File: config.mk
export PLATFORM = sky130hd
export DESIGN_NAME = fdl_host
export DESIGN_NICKNAME = d
export VERILOG_FILES = /design/src/shared/fdl_pkg.sv /design/src/logic/fdl_host.sv /design/src/logic/fdl_sync.sv
export SDC_FILE = /design/constraint.sdc
export NUM_CORES = 1
export LEC_CHECK = 0
export CAP_MARGIN = 30
export CORE_AREA = 2 2 106 160
export DETAILED_ROUTE_END_ITERATION = 8
export DIE_AREA = 0 0 108 162
export DONT_BUFFER_PORTS = 1
export GPL_TIMING_DRIVEN = 0
export HOLD_SLACK_MARGIN = 0.1
export PLACE_DENSITY_LB_ADDON = 0.08
export RECOVER_POWER = 100
export SKIP_LAST_GASP = 1
export SYNTH_ARGS = -nofsm -noshare
export SYNTH_HDL_FRONTEND = slang
export SYNTH_SLANG_ARGS = --single-unit
export TNS_END_PERCENT = 30
File: constraint.sdc
create_clock -name clock -period 3.1 [get_ports clock]
set_clock_uncertainty 0.05 [all_clocks]
set_input_delay 0.465 -clock clock [delete_from_list [all_inputs] [get_ports clock]]
set_output_delay 0.465 -clock clock [all_outputs]
set_load 0.03 [all_outputs]
File: src/shared/fdl_pkg.sv
// fdl_pkg: constants and carrier types for the fan driver host controller
// assumes a 25 MHz system clock
package fdl_pkg;
  localparam int CLOCK_HZ = 25000000;
  localparam int PWM_BITS = 8;
  localparam int PERIOD_BITS = 24;
  localparam int STARTUP_MS = 500;
  localparam int STARTUP_CYCLES = (CLOCK_HZ / 1000) * STARTUP_MS;
  localparam int MIN_PULSE_US = 20;
  localparam int MIN_PULSE_CYCLES = (CLOCK_HZ / 1000000) * MIN_PULSE_US;
  localparam logic [7:0] PWM_DIV_RESET = 8'h00;
  localparam logic [PERIOD_BITS-1:0] PERIOD_MAX = 24'hFFFFFF;

  typedef enum logic [1:0] {
    FDL_IDLE = 2'b00,
    FDL_START = 2'b01,
    FDL_RUN = 2'b10,
    FDL_FAULT = 2'b11
  } fdl_mode_t;

  typedef struct packed {
    logic [PERIOD_BITS-1:0] period;
    logic period_valid;
    logic stalled;
  } fdl_speed_t;
endpackage

File: src/logic/fdl_host.sv
// fdl_host: host-side controller for a brushless fan driver
// assumes the flag and tach pins are asynchronous and the flag is pulled up externally
// Function
// [RULE1] driver conducts while switch input is high
// [RULE2] driver pulls flag low on overcurrent
// [RULE3] ignore flag during start-up interval
// [RULE4] flag fault reported as event
// [RULE5] one tach pulse per pole crossing
// [RULE6] no tach pulse during off-time
// [RULE7] speed from period between tach pulses
// [RULE8] drive switch input with PWM duty
// [RULE9] driver shuts down when overheated
// [RULE10] link is exactly three logic signals
// [RULE11] synchronise flag and tach first
`timescale 1ns/1ns
`default_nettype none
module fdl_host #(
  parameter int STARTUP_CYCLES = fdl_pkg::STARTUP_CYCLES,
  parameter int PWM_BITS = fdl_pkg::PWM_BITS
) (
  input wire logic clock,
  input wire logic reset,
  input wire logic enable,
  input wire logic [PWM_BITS-1:0] duty,
  input wire logic fault_clear,
  input wire logic overcurrent_flag_n,
  input wire logic tach_in,
  output logic power_switch_in,
  output logic fault_event,
  output logic fault,
  output logic running,
  output fdl_pkg::fdl_speed_t speed
);
  typedef struct packed {
    fdl_pkg::fdl_mode_t mode;
    logic [PWM_BITS-1:0] pwm_cnt;
    logic drive;
    logic [31:0] start_cnt;
    logic [fdl_pkg::PERIOD_BITS-1:0] tach_cnt;
    logic tach_seen;
    logic fault_event;
    logic fault;
    logic run;
    fdl_pkg::fdl_speed_t speed;
  } fdl_host_t;
  fdl_host_t st;
  fdl_host_t next_st;
  logic flag_n_sync;
  logic flag_fall;
  logic tach_rise;

  fdl_sync #(
    .IDLE_LEVEL(1'b1)
  ) u_flag_sync ( // [RULE11]
    .clock(clock),
    .reset(reset),
    .d(overcurrent_flag_n),
    .q(flag_n_sync),
    .rise(),
    .fall(flag_fall)
  );

  fdl_sync #(
    .IDLE_LEVEL(1'b0)
  ) u_tach_sync ( // [RULE11]
    .clock(clock),
    .reset(reset),
    .d(tach_in),
    .q(),
    .rise(tach_rise),
    .fall()
  );

  function automatic logic [PWM_BITS-1:0] wrap_inc(input logic [PWM_BITS-1:0] v);
    wrap_inc = v + {{(PWM_BITS-1){1'b0}}, 1'b1};
  endfunction

  function automatic logic drive_mode(input fdl_pkg::fdl_mode_t m);
    drive_mode = (m == fdl_pkg::FDL_START) || (m == fdl_pkg::FDL_RUN);
  endfunction

  logic flag_active;
  assign flag_active = ~flag_n_sync;

  always_comb begin
    next_st = st;
    next_st.fault_event = 1'b0;
    next_st.pwm_cnt = wrap_inc(st.pwm_cnt);
    unique case (st.mode)
      fdl_pkg::FDL_IDLE: begin
        next_st.start_cnt = '0;
        if (enable) begin
          next_st.mode = fdl_pkg::FDL_START;
        end
      end
      fdl_pkg::FDL_START: begin
        next_st.start_cnt = st.start_cnt + 32'h00000001;
        if (!enable) begin
          next_st.mode = fdl_pkg::FDL_IDLE;
        end else if (st.start_cnt >= 32'(STARTUP_CYCLES - 1)) begin
          next_st.mode = fdl_pkg::FDL_RUN; // [RULE3]
        end
      end
      fdl_pkg::FDL_RUN: begin
        if (flag_active) begin // [RULE4]
          next_st.mode = fdl_pkg::FDL_FAULT;
          next_st.fault = 1'b1;
          next_st.fault_event = 1'b1;
        end else if (!enable) begin
          next_st.mode = fdl_pkg::FDL_IDLE;
        end
      end
      fdl_pkg::FDL_FAULT: begin
        if (fault_clear && !flag_active) begin
          next_st.fault = 1'b0;
          next_st.mode = fdl_pkg::FDL_IDLE;
        end
      end
    endcase
    // pwm compare; full scale duty stays on except at count max
    next_st.drive = drive_mode(next_st.mode) && (next_st.pwm_cnt < duty); // [RULE8]
    next_st.run = (next_st.mode == fdl_pkg::FDL_RUN);
    // tach period: pulses may be missing in off-time, so long gaps flag a stall
    if (tach_rise) begin // [RULE7]
      next_st.tach_cnt = '0;
      next_st.tach_seen = 1'b1;
      if (st.tach_seen) begin
        next_st.speed.period = st.tach_cnt;
        next_st.speed.period_valid = 1'b1;
        next_st.speed.stalled = 1'b0;
      end
    end else if (st.tach_cnt != fdl_pkg::PERIOD_MAX) begin
      next_st.tach_cnt = st.tach_cnt + {{(fdl_pkg::PERIOD_BITS-1){1'b0}}, 1'b1};
    end else begin
      next_st.speed.stalled = 1'b1;
      next_st.speed.period_valid = 1'b0;
      next_st.tach_seen = 1'b0;
    end
  end

  always_ff @(posedge clock or posedge reset) begin
    if (reset) begin
      st <= '0;
    end else begin
      st <= next_st;
    end
  end

  assign power_switch_in = st.drive; // [RULE10]
  assign fault_event = st.fault_event;
  assign fault = st.fault;
  assign running = st.run;
  assign speed = st.speed;
endmodule
`default_nettype wire

File: src/logic/fdl_sync.sv
// fdl_sync: two-stage synchroniser with rising and falling edge pulses
// assumes d arrives asynchronously to clock
`timescale 1ns/1ns
`default_nettype none
module fdl_sync #(
  parameter logic IDLE_LEVEL = 1'b0
) (
  input wire logic clock,
  input wire logic reset,
  input wire logic d,
  output logic q,
  output logic rise,
  output logic fall
);
  typedef struct packed {
    logic s1;
    logic s2;
    logic s3;
  } fdl_sync_t;
  fdl_sync_t st;
  fdl_sync_t next_st;

  always_comb begin
    next_st = st;
    next_st.s1 = d;
    next_st.s2 = st.s1;
    next_st.s3 = st.s2;
  end

  always_ff @(posedge clock or posedge reset) begin
    if (reset) begin
      // reset to the pin's idle level so no false edge follows reset
      st <= {3{IDLE_LEVEL}};
    end else begin
      st <= next_st;
    end
  end

  assign q = st.s2;
  assign rise = st.s2 & ~st.s3;
  assign fall = ~st.s2 & st.s3;
endmodule
`default_nettype wire

==> out/metrics.csv, run 1 <==
stage,metric,value,unit
outcome,outcome,"complete, no violations",
critical_path,crit_slowest_cell,nor3_1,
critical_path,crit_path_end_kind,flip-flop,
power,ir_drop,0.218,mV
detailed_routing,drcViolationCount,0,
synth,synth_area_leaders,"dfrtp_1 (49%), mux2_2 (5.3%), xnor2_1 (4.8%), buf_4 (4.1%), nor2_1 (3.4%)",
floorplan,boundaryPins,44,
synth,ys_types,46,
place,place.gp.congestion,0.812,
final_layout,fin_area,5590,sq um
floorplan,die_height,162,um
sta,worst_pin_slew,1.22,ns
floorplan,die-area,17500,sq um
clock_network,post_cts_resize_count,0,
global_route,antenna_found_initial,0,
critical_path,critPathMaxFanout,9,
worst_hold_path,hold_class,input pin to flip-flop,
synth,yosys.area.top_type,dfrtp_1,
global_route,grt_pass1_wl,18600,um
clock_network,cts_buffers,9,
clock_network,path_clk_slew,0.07,ns
sta,drv_slew,0,
clock_network,root_buffer,clkbuf_16,
sta,max_freq,388,MHz
floorplan,num_rows,57,
power,p_per_area,505,nW/um^2
global_route,grt_max_degree,36,
synth,synth.ff_latch_count,102,
final_layout,regMostFlops,st,
detailed_routing,first_pass_iters,4,
sta,max_slew_margin,0.182,
sta,finalSetupViolCount,0,
place,place_hpwl,8150,um
floorplan,die_w,108,um
synth,yosys-top-cells-count,"dfrtp_1 (100), nor2_1 (46), nand2_1 (30), buf_4 (28), xnor2_1 (28)",
power,p_leak,2.42,nW
place,place_area,5390,sq um
sta,rsz0062_at_grt,false,
clock_network,worstSkewPairLatency,0.35,ns
place,port_buffers,0,
clock_network,cts_tree,yes,
global_route,grt_pass1_vias,3623,
final_layout,drive_gt1_frac,0.0977,
critical_path,crit_chain,nand4_1 > nor3_1 > nand3_1 > o31a_1 > o21a_1,
clock_network,clk_path_buf_depth,2,
synth,synth_edf_count,0,
final_layout,fin_util,0.349,
synth,synth.avg_cell_area,10.3,sq um
detailed_routing,vias,3536,
sta,layout_min_cycle_time,2.57,ns
floorplan,core_area,16000,sq um
detailed_routing,totalWireLength,11100,um
clock_network,cts_setup_buffers,0,
place,dpl.cell_count,700,
critical_path,critPathKind,flip-flop to flip-flop,
synth,synth_ff_type,dfrtp_1,
final_layout,nets,533,
critical_path,worstPathRequired,3.29,ns
critical_path,crit_path_start_kind,flip-flop,
global_route,overflow,0,
sta,setup_ws,0.525,ns
flow_run,cap_violations,0,
detailed_routing,post_drt_wl_per_cell,15.5,um
power,p_total,2.82,mW
clock_network,clock-sinks,102,
global_route,grt_usage,0.136,
synth,synthArstFlopShare,1.00,
synth,seq_area_frac_synth,0.504,
sta,layout_worst_path_cycle_share,0.830,
final_layout,area_growth,10.3,%
synth,netlist.area_leader.share,0.493,
detailed_routing,drt-initial-drc-count,164,
synth,yosys_warnings,0,
synth,syn_area,5070,sq um
synth,syn_nets,516,
critical_path,slowest_delay,1.05,ns
final_layout,diodes,0,
sta,whs,0.227,ns
detailed_routing,viasPerCell,4.92,
floorplan,start_util,0.316,
place,place_ws,0.684,ns
synth,synthCells,491,
final_layout,layout.cells.non_filler,718,
final_layout,largest_reg_flops,67,
clock_network,cts_max_level,3,
synth,yosysMostFrequentCell,dfrtp_1,
sta,tns,0,ns
sta,timing_hold_violations_final,0,
critical_path,critical_path_arrival,2.76,ns
detailed_routing,drtAntennaViolNets,0,
[layout by cell type, fill, tap and decap left out, drive strengths merged, types with 3 or more instances in the layout]
| cell type | count |
|---|---|
| dfrtp | 100 |
| clkbuf | 53 |
| nor2 | 46 |
| nand2 | 30 |
| xnor2 | 28 |
| mux2 | 24 |
| a21oi | 23 |
| nand3 | 22 |
| nand4 | 21 |
| o21ai | 18 |
| xor2 | 14 |
| inv | 13 |
| or3 | 11 |
| and3 | 11 |
| ha | 11 |
| and4 | 10 |
| nor4 | 10 |
| nor3 | 10 |
| a211oi | 5 |
| nand2b | 5 |
| nor2b | 4 |
| clkinvlp | 4 |
| buf | 4 |
| a21o | 3 |
| dlygate4sd3 | 3 |
[layout make-up]
| type | instances | area [sq um] |
|---|---|---|
| Multi-Input combinational cell | 331 | 2170 |
| Inverter | 13 | 50.0 |
| Clock buffer | 9 | 225 |
| Buffer | 45 | 173 |
| Fill cell | 1669 | 10500 |
| Sequential cell | 102 | 2550 |
| Clock inverter | 6 | 72.6 |
| Tap cell | 206 | 258 |
| Timing Repair Buffer | 6 | 90.1 |
[path summary, 6_finish.rpt]
check,startpoint,endpoint,slack (ns),depth (start not counted)
max reg2reg,st[38],st[51],0.53,5
max in group asynchronous,reset,st[69],1.21,5
max,st[38],st[51],0.53,5
min,enable,st[96],0.23,1
min reg2reg,u_tach_sync.next_st[1],u_tach_sync.q,0.30,0
min in group asynchronous,reset,speed[17],0.71,2
[per-layer routing]
metal  global-route usage  vias up  wire (um)
li1                     -     1741          -
met2                0.246       52       6030
met1                0.154     1730       4550
met5                    0        -          0
met4               0.0495        0        207
met3               0.0325       13        343
[what timing repair did]
action,CTS,global route
hold buffers,3,0
endpoints found under the setup margin,0,0
endpoints found under the hold margin,23,0
[cell families after synthesis]
kind of cell,synth area share
and+or+nand+nor,0.202
DFF,0.504
AOI/OAI and AO/OA,0.0760
buffers and inverters,0.0637
xor gates and xnor gates,0.0725
muxes,0.0553
adders and majority gates,0.0271
[worst max-delay path, delay by kind of cell (launching register included)]
| kind | cells | cell delay, ns |
|---|---|---|
| flip-flops | 1 | 0.44 |
| AND/OR/NAND/NOR | 3 | 1.53 |
| AO/OA/AOI/OAI | 2 | 0.47 |
[power breakdown]
part | internal [mW] | leakage, nW | switching (mW)
registers | 1.39 | 1.36 | 0.0568
logic | 0.0783 | 0.919 | 0.147
clock network | 0.629 | 0.136 | 0.528
Note: power is estimated with default switching activity, not from simulation.
==> run 2: changes to the inputs <==
Clock period 3.1 ns to 2.2 ns, I/O delays scaled along.
==> out/metrics.csv, run 2 (same netlist as run 1, synthesis figures left out) <==
stage,metric,value,unit
clock_network,root_buffer,clkbuf_16,
critical_path,crit_buf_inv,0,
detailed_routing,vias,3601,
power,p_switching,1.04,mW
final_layout,fin_area,5920,sq um
critical_path,rr_worst_depth,8,
clock_network,worstSkewPairLatency,0.35,ns
sta,setup_ws,0.0436,ns
clock_network,path_clk_slew,0.07,ns
clock_network,cts_buffers,9,
place,place.gp.congestion,0.812,
power,p_per_area,680,nW/um^2
power,ir_drop,0.308,mV
floorplan,num_rows,57,
critical_path,reg2reg_to,power_switch_in,
power,p_clk_frac,0.406,
critical_path,slowest_delay,0.41,ns
global_route,antenna_found_initial,0,
global_route,grt-busiest-layer,met2,
floorplan,boundaryPins,44,
critical_path,critPathMaxFanout,5,
floorplan,core_area,16000,sq um
critical_path,critPathKind,flip-flop to flip-flop,
critical_path,crit_end,power_switch_in,
sta,layout_worst_path_cycle_share,0.980,
global_route,grt_pass1_vias,3647,
outcome,outcome,"complete, no violations",
detailed_routing,viasPerCell,4.93,
critical_path,rr_startpoint,st[54],
final_layout,diodes,0,
detailed_routing,drtAntennaViolNets,0,
sta,whs,0.126,ns
worst_hold_path,hold-path-cell-count,1,
detailed_routing,post_drt_wl_per_cell,15.5,um
detailed_routing,first_pass_iters,4,
sta,max_freq,464,MHz
final_layout,largest_reg_flops,67,
floorplan,die-area,17500,sq um
clock_network,clock-sinks,102,
floorplan,die_height,162,um
global_route,grt_max_degree,36,
critical_path,crit_path_start_kind,flip-flop,
final_layout,area_growth,16.7,%
final_layout,regMostFlops,st,
global_route,grt_pass1_wl,18700,um
critical_path,crit_slowest_cell,dfrtp_1,
clock_network,cts_tree,yes,
sta,worst_pin_slew,1.04,ns
critical_path,rrSetupSlack,0.04,ns
final_layout,drive_gt1_frac,0.210,
place,dpl.cell_count,700,
detailed_routing,drcViolationCount,0,
global_route,use_met3,0.0321,
power,internal_power,2.98,mW
critical_path,worstPathRequired,2.40,ns
sta,rsz0062_at_grt,true,
power,seqPwrFrac,0.506,
critical_path,cp_top_family,compound AO/OA/AOI/OAI gates,
global_route,use_met1,0.154,
sta,finalSetupViolCount,0,
sta,drv_slew,0,
worst_hold_path,hold_class,input pin to flip-flop,
detailed_routing,drt-initial-drc-count,136,
place,place_ws,-0.216,ns
detailed_routing,totalWireLength,11300,um
critical_path,crit_path_end_kind,flip-flop,
final_layout,final_common_cell,dfrtp_1,
final_layout,layout.cells.non_filler,730,
critical_path,critical_path_arrival,2.35,ns
power,p_leak,2.66,nW
floorplan,die_w,108,um
place,place_hpwl,8150,um
place,place_area,5390,sq um
final_layout,fin_util,0.369,
sta,timing_hold_violations_final,0,
global_route,overflow,0,
clock_network,cts_max_level,3,
final_layout,nets,545,
place,port_buffers,0,
sta,layout_min_cycle_time,2.16,ns
flow_run,cap_violations,0,
critical_path,crit_path_start,st[54],
global_route,grt_usage,0.137,
power,p_sw_frac,0.258,
clock_network,clk_path_buf_depth,2,
global_route,use_met2,0.247,
final_layout,mostFrequentLayoutCells,"dfrtp_1 (97), nor2_1 (44), buf_4 (40), nand2_1 (30), xnor2_1 (27)",
critical_path,worst-path-stages,8,
critical_path,crit_chain,ha_2 > nand4_1 > nand3_1 > a211oi_2 > o21ai_1 > a21o_1 > ha_1 > nor4_1,
sta,max_slew_margin,0.302,
power,comb_power_share,0.088,
floorplan,start_util,0.316,
-- run 2: cell count changes in the layout (fill, tap and decap cells not counted), moves of 3 or more --
cell      change
dfrtp_1       -3
nor4_1        -3
dfrtp_2       +3
clkbuf_1     -30
buf_4        +39
nand3_1       -3
nor4_2        +3
-- run 2: metal layers --
layer	vias to the layer above	share of wire
met5	-	0
met4	0	0.012
met3	10	0.029
met2	50	0.55
met1	1773	0.41
li1	1768	-
-- run 2: final cells by class --
class / instances / area (sq um)
plain buffers: 44 / 272
flip-flops and latches: 102 / 2560
repair buffers: 19 / 190
clock inverters: 6 / 72.6
well taps: 206 / 258
fillers: 1647 / 10100
multi-input cells: 331 / 2290
inverters: 13 / 50.0
clock buffers: 9 / 225
-- run 2: worst reg2reg max path, stage by stage, from the launching register on --
cell      delay [ns]
dfrtp_1         0.41
ha_2            0.23
nand4_1         0.10
nand3_1         0.11
a211oi_2        0.34
o21ai_1         0.09
a21o_1          0.20
ha_1            0.28
nor4_1          0.25
-- run 2: power by group through the flow --
stage	logic (mW)	clock network [mW]	registers, mW
2_1_floorplan	0.285	0	2.05
3_3_place_gp	0.330	0	2.07
3_5_place_dp	0.348	0	2.07
4_1_cts	0.356	1.69	2.04
5_1_grt	0.394	1.77	2.05
6_report	0.355	1.63	2.04
-- run 2: through the flow --
stage / TNS [ns] / total power, mW
6_report: 0 / 4.02
5_1_grt: -0.0625 / 4.22
4_1_cts: -0.469 / 4.08
3_5_place_dp: -0.601 / 2.42
3_3_place_gp: -8.86 / 2.40
2_1_floorplan: 0 / 2.33
-- run 2: repair_timing --
item	in CTS	in global routing
setup endpoints to repair	10	31
buffers inserted	0	12
hold endpoints to repair	24	0
hold buffers	4	0
resized for setup	1	24
pin swaps	1	15
-- run 2: how the worst min path moves through the flow --
| stage | endpoint | start | slack, ns |
|---|---|---|---|
| after detailed placement | speed[17] | reset | 0.22 |
| after global placement | u_flag_sync.next_st[1] | overcurrent_flag_n | 0.28 |
| final | st[95] | enable | 0.13 |
| after global routing | st[95] | enable | 0.12 |
| after floorplan | u_tach_sync.q | u_tach_sync.next_st[1] | 0.28 |
| after CTS | st[95] | enable | 0.11 |
==> run 3: changes to the inputs <==
Settings changed: ABC_AREA set to 1, CORE_AREA 2 2 106 160 to 2 2 113 170, DIE_AREA 0 0 108 162 to 0 0 115 172.
==> out/metrics.csv, run 3 <==
stage,metric,value,unit
final_layout,diodes,0,
clock_network,clk_path_buf_depth,2,
global_route,grt_max_degree,39,
sta,whs,0.194,ns
final_layout,multiInputGateArea,2490,sq um
synth,synth.avg_cell_area,7.55,sq um
critical_path,critical_path_arrival,2.26,ns
critical_path,crit_path_end_kind,flip-flop,
sta,finalSetupViolCount,0,
synth,synth_area_leaders,"dfrtp_1 (44%), nand2_1 (12%), inv_1 (6.5%), nor2_1 (5.6%), nand3_1 (5.4%)",
floorplan,die-area,19800,sq um
synth,syn_area,5740,sq um
critical_path,crit_path_start_kind,flip-flop,
synth,netlist.area_leader.share,0.436,
final_layout,area_growth,9.61,%
floorplan,die_w,115,um
final_layout,regArea,2560,sq um
flow_run,cap_violations,0,
detailed_routing,drtAntennaViolNets,0,
critical_path,crit_end,power_switch_in,
critical_path,rrSetupSlack,0.17,ns
place,place_ws,-0.197,ns
critical_path,crit_path_start,st[54],
final_layout,regMostFlops,st,
worst_hold_path,hold-path-cell-count,4,
floorplan,core_area,18300,sq um
floorplan,num_rows,61,
detailed_routing,post_drt_wl_per_cell,16.0,um
synth,synthArstFlopShare,1.00,
worst_hold_path,hold_class,input pin to flip-flop,
clock_network,cts_buffers,9,
detailed_routing,viasPerCell,4.87,
final_layout,fill_cells,2027,
sta,setup_ws,0.171,ns
global_route,grt_usage,0.169,
final_layout,final_common_cell,nand2_1,
synth,yosys-top-cells-count,"nand2_1 (187), dfrtp_1 (100), inv_1 (99), nor2_1 (85), nand3_1 (62)",
critical_path,rr_worst_depth,13,
place,place_hpwl,12200,um
power,ir_drop,0.447,mV
floorplan,boundaryPins,44,
critical_path,critPathMaxFanout,4,
clock_network,path_clk_slew,0.08,ns
final_layout,drive_gt1_frac,0.0714,
global_route,grt_pass1_wl,25400,um
final_layout,largest_reg_flops,67,
sta,layout_min_cycle_time,2.03,ns
global_route,antenna_found_initial,0,
critical_path,worstPathRequired,2.43,ns
place,port_buffers,0,
clock_network,root_buffer,clkbuf_16,
sta,rsz0062_at_grt,true,
sta,max_slew_margin,0.501,
synth,yosysMostFrequentCell,nand2_1,
synth,ys_types,39,
sta,drv_slew,0,
detailed_routing,drcViolationCount,0,
synth,synthCells,760,
synth,synth_edf_count,0,
sta,layout_worst_path_cycle_share,0.922,
synth,syn_nets,785,
synth,seq_area_frac_synth,0.445,
sta,max_freq,493,MHz
synth,yosys.area.top_type,dfrtp_1,
power,p_leak,2.84,nW
synth,synth_ff_type,dfrtp_1,
power,p_per_area,759,nW/um^2
detailed_routing,first_pass_iters,5,
floorplan,die_height,172,um
place,place.gp.congestion,0.879,
clock_network,worstSkewPairLatency,0.37,ns
outcome,outcome,"complete, no violations",
detailed_routing,vias,4890,
synth,yosys_warnings,0,
floorplan,start_util,0.313,
clock_network,cts_max_level,3,
critical_path,reg2reg_to,power_switch_in,
sta,timing_hold_violations_final,0,
final_layout,nets,804,
clock_network,cts_tree,yes,
final_layout,mostFrequentLayoutCells,"nand2_1 (190), inv_1 (99), dfrtp_1 (99), nor2_1 (85), nand3_1 (62)",
critical_path,critPathKind,flip-flop to flip-flop,
detailed_routing,totalWireLength,16000,um
synth,synth.ff_latch_count,102,
sta,worst_pin_slew,0.747,ns
global_route,overflow,0,
global_route,grt_pass1_vias,4707,
critical_path,rr_startpoint,st[54],
detailed_routing,drt-initial-drc-count,238,
clock_network,clock-sinks,102,
-- run 3: cell types whose count changed after synthesis, sizes merged, moves of 27 or more --
cell / before / now
xnor2: 28 / 1
nor2: 46 / 92
nand2: 30 / 193
o21ai: 18 / 57
nand3: 22 / 64
inv: 13 / 104
-- run 3: final cells by class --
cell class / count / share of cell area
clock buffer: 10 / 0.0380
tap: 220 / 0.0438
timing repair buffer: 8 / 0.0135
clock inverter: 6 / 0.0119
inverter: 104 / 0.0626
buffer: 41 / 0.0276
multi-input combinational: 513 / 0.396
sequential: 102 / 0.406
-- run 3: per-stage QoR --
stage | cell area (sq um) | power [mW] | instances | util | TNS [ns]
floorplan | 5740 | 2.78 | 760 | - | 0
global placement | 6020 | 3.05 | 980 | 0.329 | -12.01
detailed placement | 6060 | 3.07 | 982 | 0.331 | -0.197
CTS | 6420 | 4.86 | 1003 | 0.351 | 0
global route | 6290 | 5.07 | 1004 | 0.343 | -0.00106
finish | 6290 | 4.78 | 1004 | 0.343 | 0
-- run 3: worst min-delay path by stage --
stage | from | to | slack, ns
after global placement | overcurrent_flag_n | u_flag_sync.next_st[1] | 0.28
after global routing | enable | st[95] | 0.20
after floorplan | u_tach_sync.next_st[1] | u_tach_sync.q | 0.28
after detailed placement | overcurrent_flag_n | u_flag_sync.next_st[1] | 0.28
final | enable | st[95] | 0.19
after CTS | enable | st[95] | 0.18
-- run 3: layer usage --
layer / GRT usage / wire (um) / vias to the layer above
met5: 0 / 0 / -
met1: 0.187 / 6350 / 2323
met2: 0.320 / 8970 / 92
met3: 0.0280 / 356 / 16
li1: - / - / 2459
met4: 0.0587 / 342 / 0
-- run 3: power by group --
group	switching [mW]	leakage [nW]	total (mW)	internal, mW
clock	0.815	0.157	1.75	0.938
combinational	0.642	1.32	0.876	0.234
sequential	0.153	1.37	2.15	2.00
total	1.61	2.84	4.78	3.17
-- run 3: critical path: stages (launching register included) --
cell	delay, ns
dfrtp_1	0.42
ha_2	0.22
nand2_1	0.10
inv_2	0.05
nand2_1	0.10
nand2_1	0.07
nand2_1	0.06
nand2_1	0.05
nand2_1	0.09
nand3_1	0.10
nand2_1	0.08
nand2_1	0.05
ha_1	0.30
a211oi_1	0.21
-- run 3: what timing repair did --
item	in CTS	in global routing
setup buffers	0	1
gates resized for setup	1	8
pin swaps	0	0
setup endpoints to repair	1	8
hold buffers	5	0
gates cloned	0	0
hold endpoints to repair	35	0
-- run 3: cells by family after synthesis --
family | count (synthesis) | share of synthesized area
buffers and inverters | 145 | 0.116
XOR/XNOR | 9 | 0.0137
AO/OA/AOI/OAI | 90 | 0.0844
adder cells (fa/ha/maj) | 11 | 0.0240
flip-flops | 102 | 0.445
AND/OR/NAND/NOR | 403 | 0.317
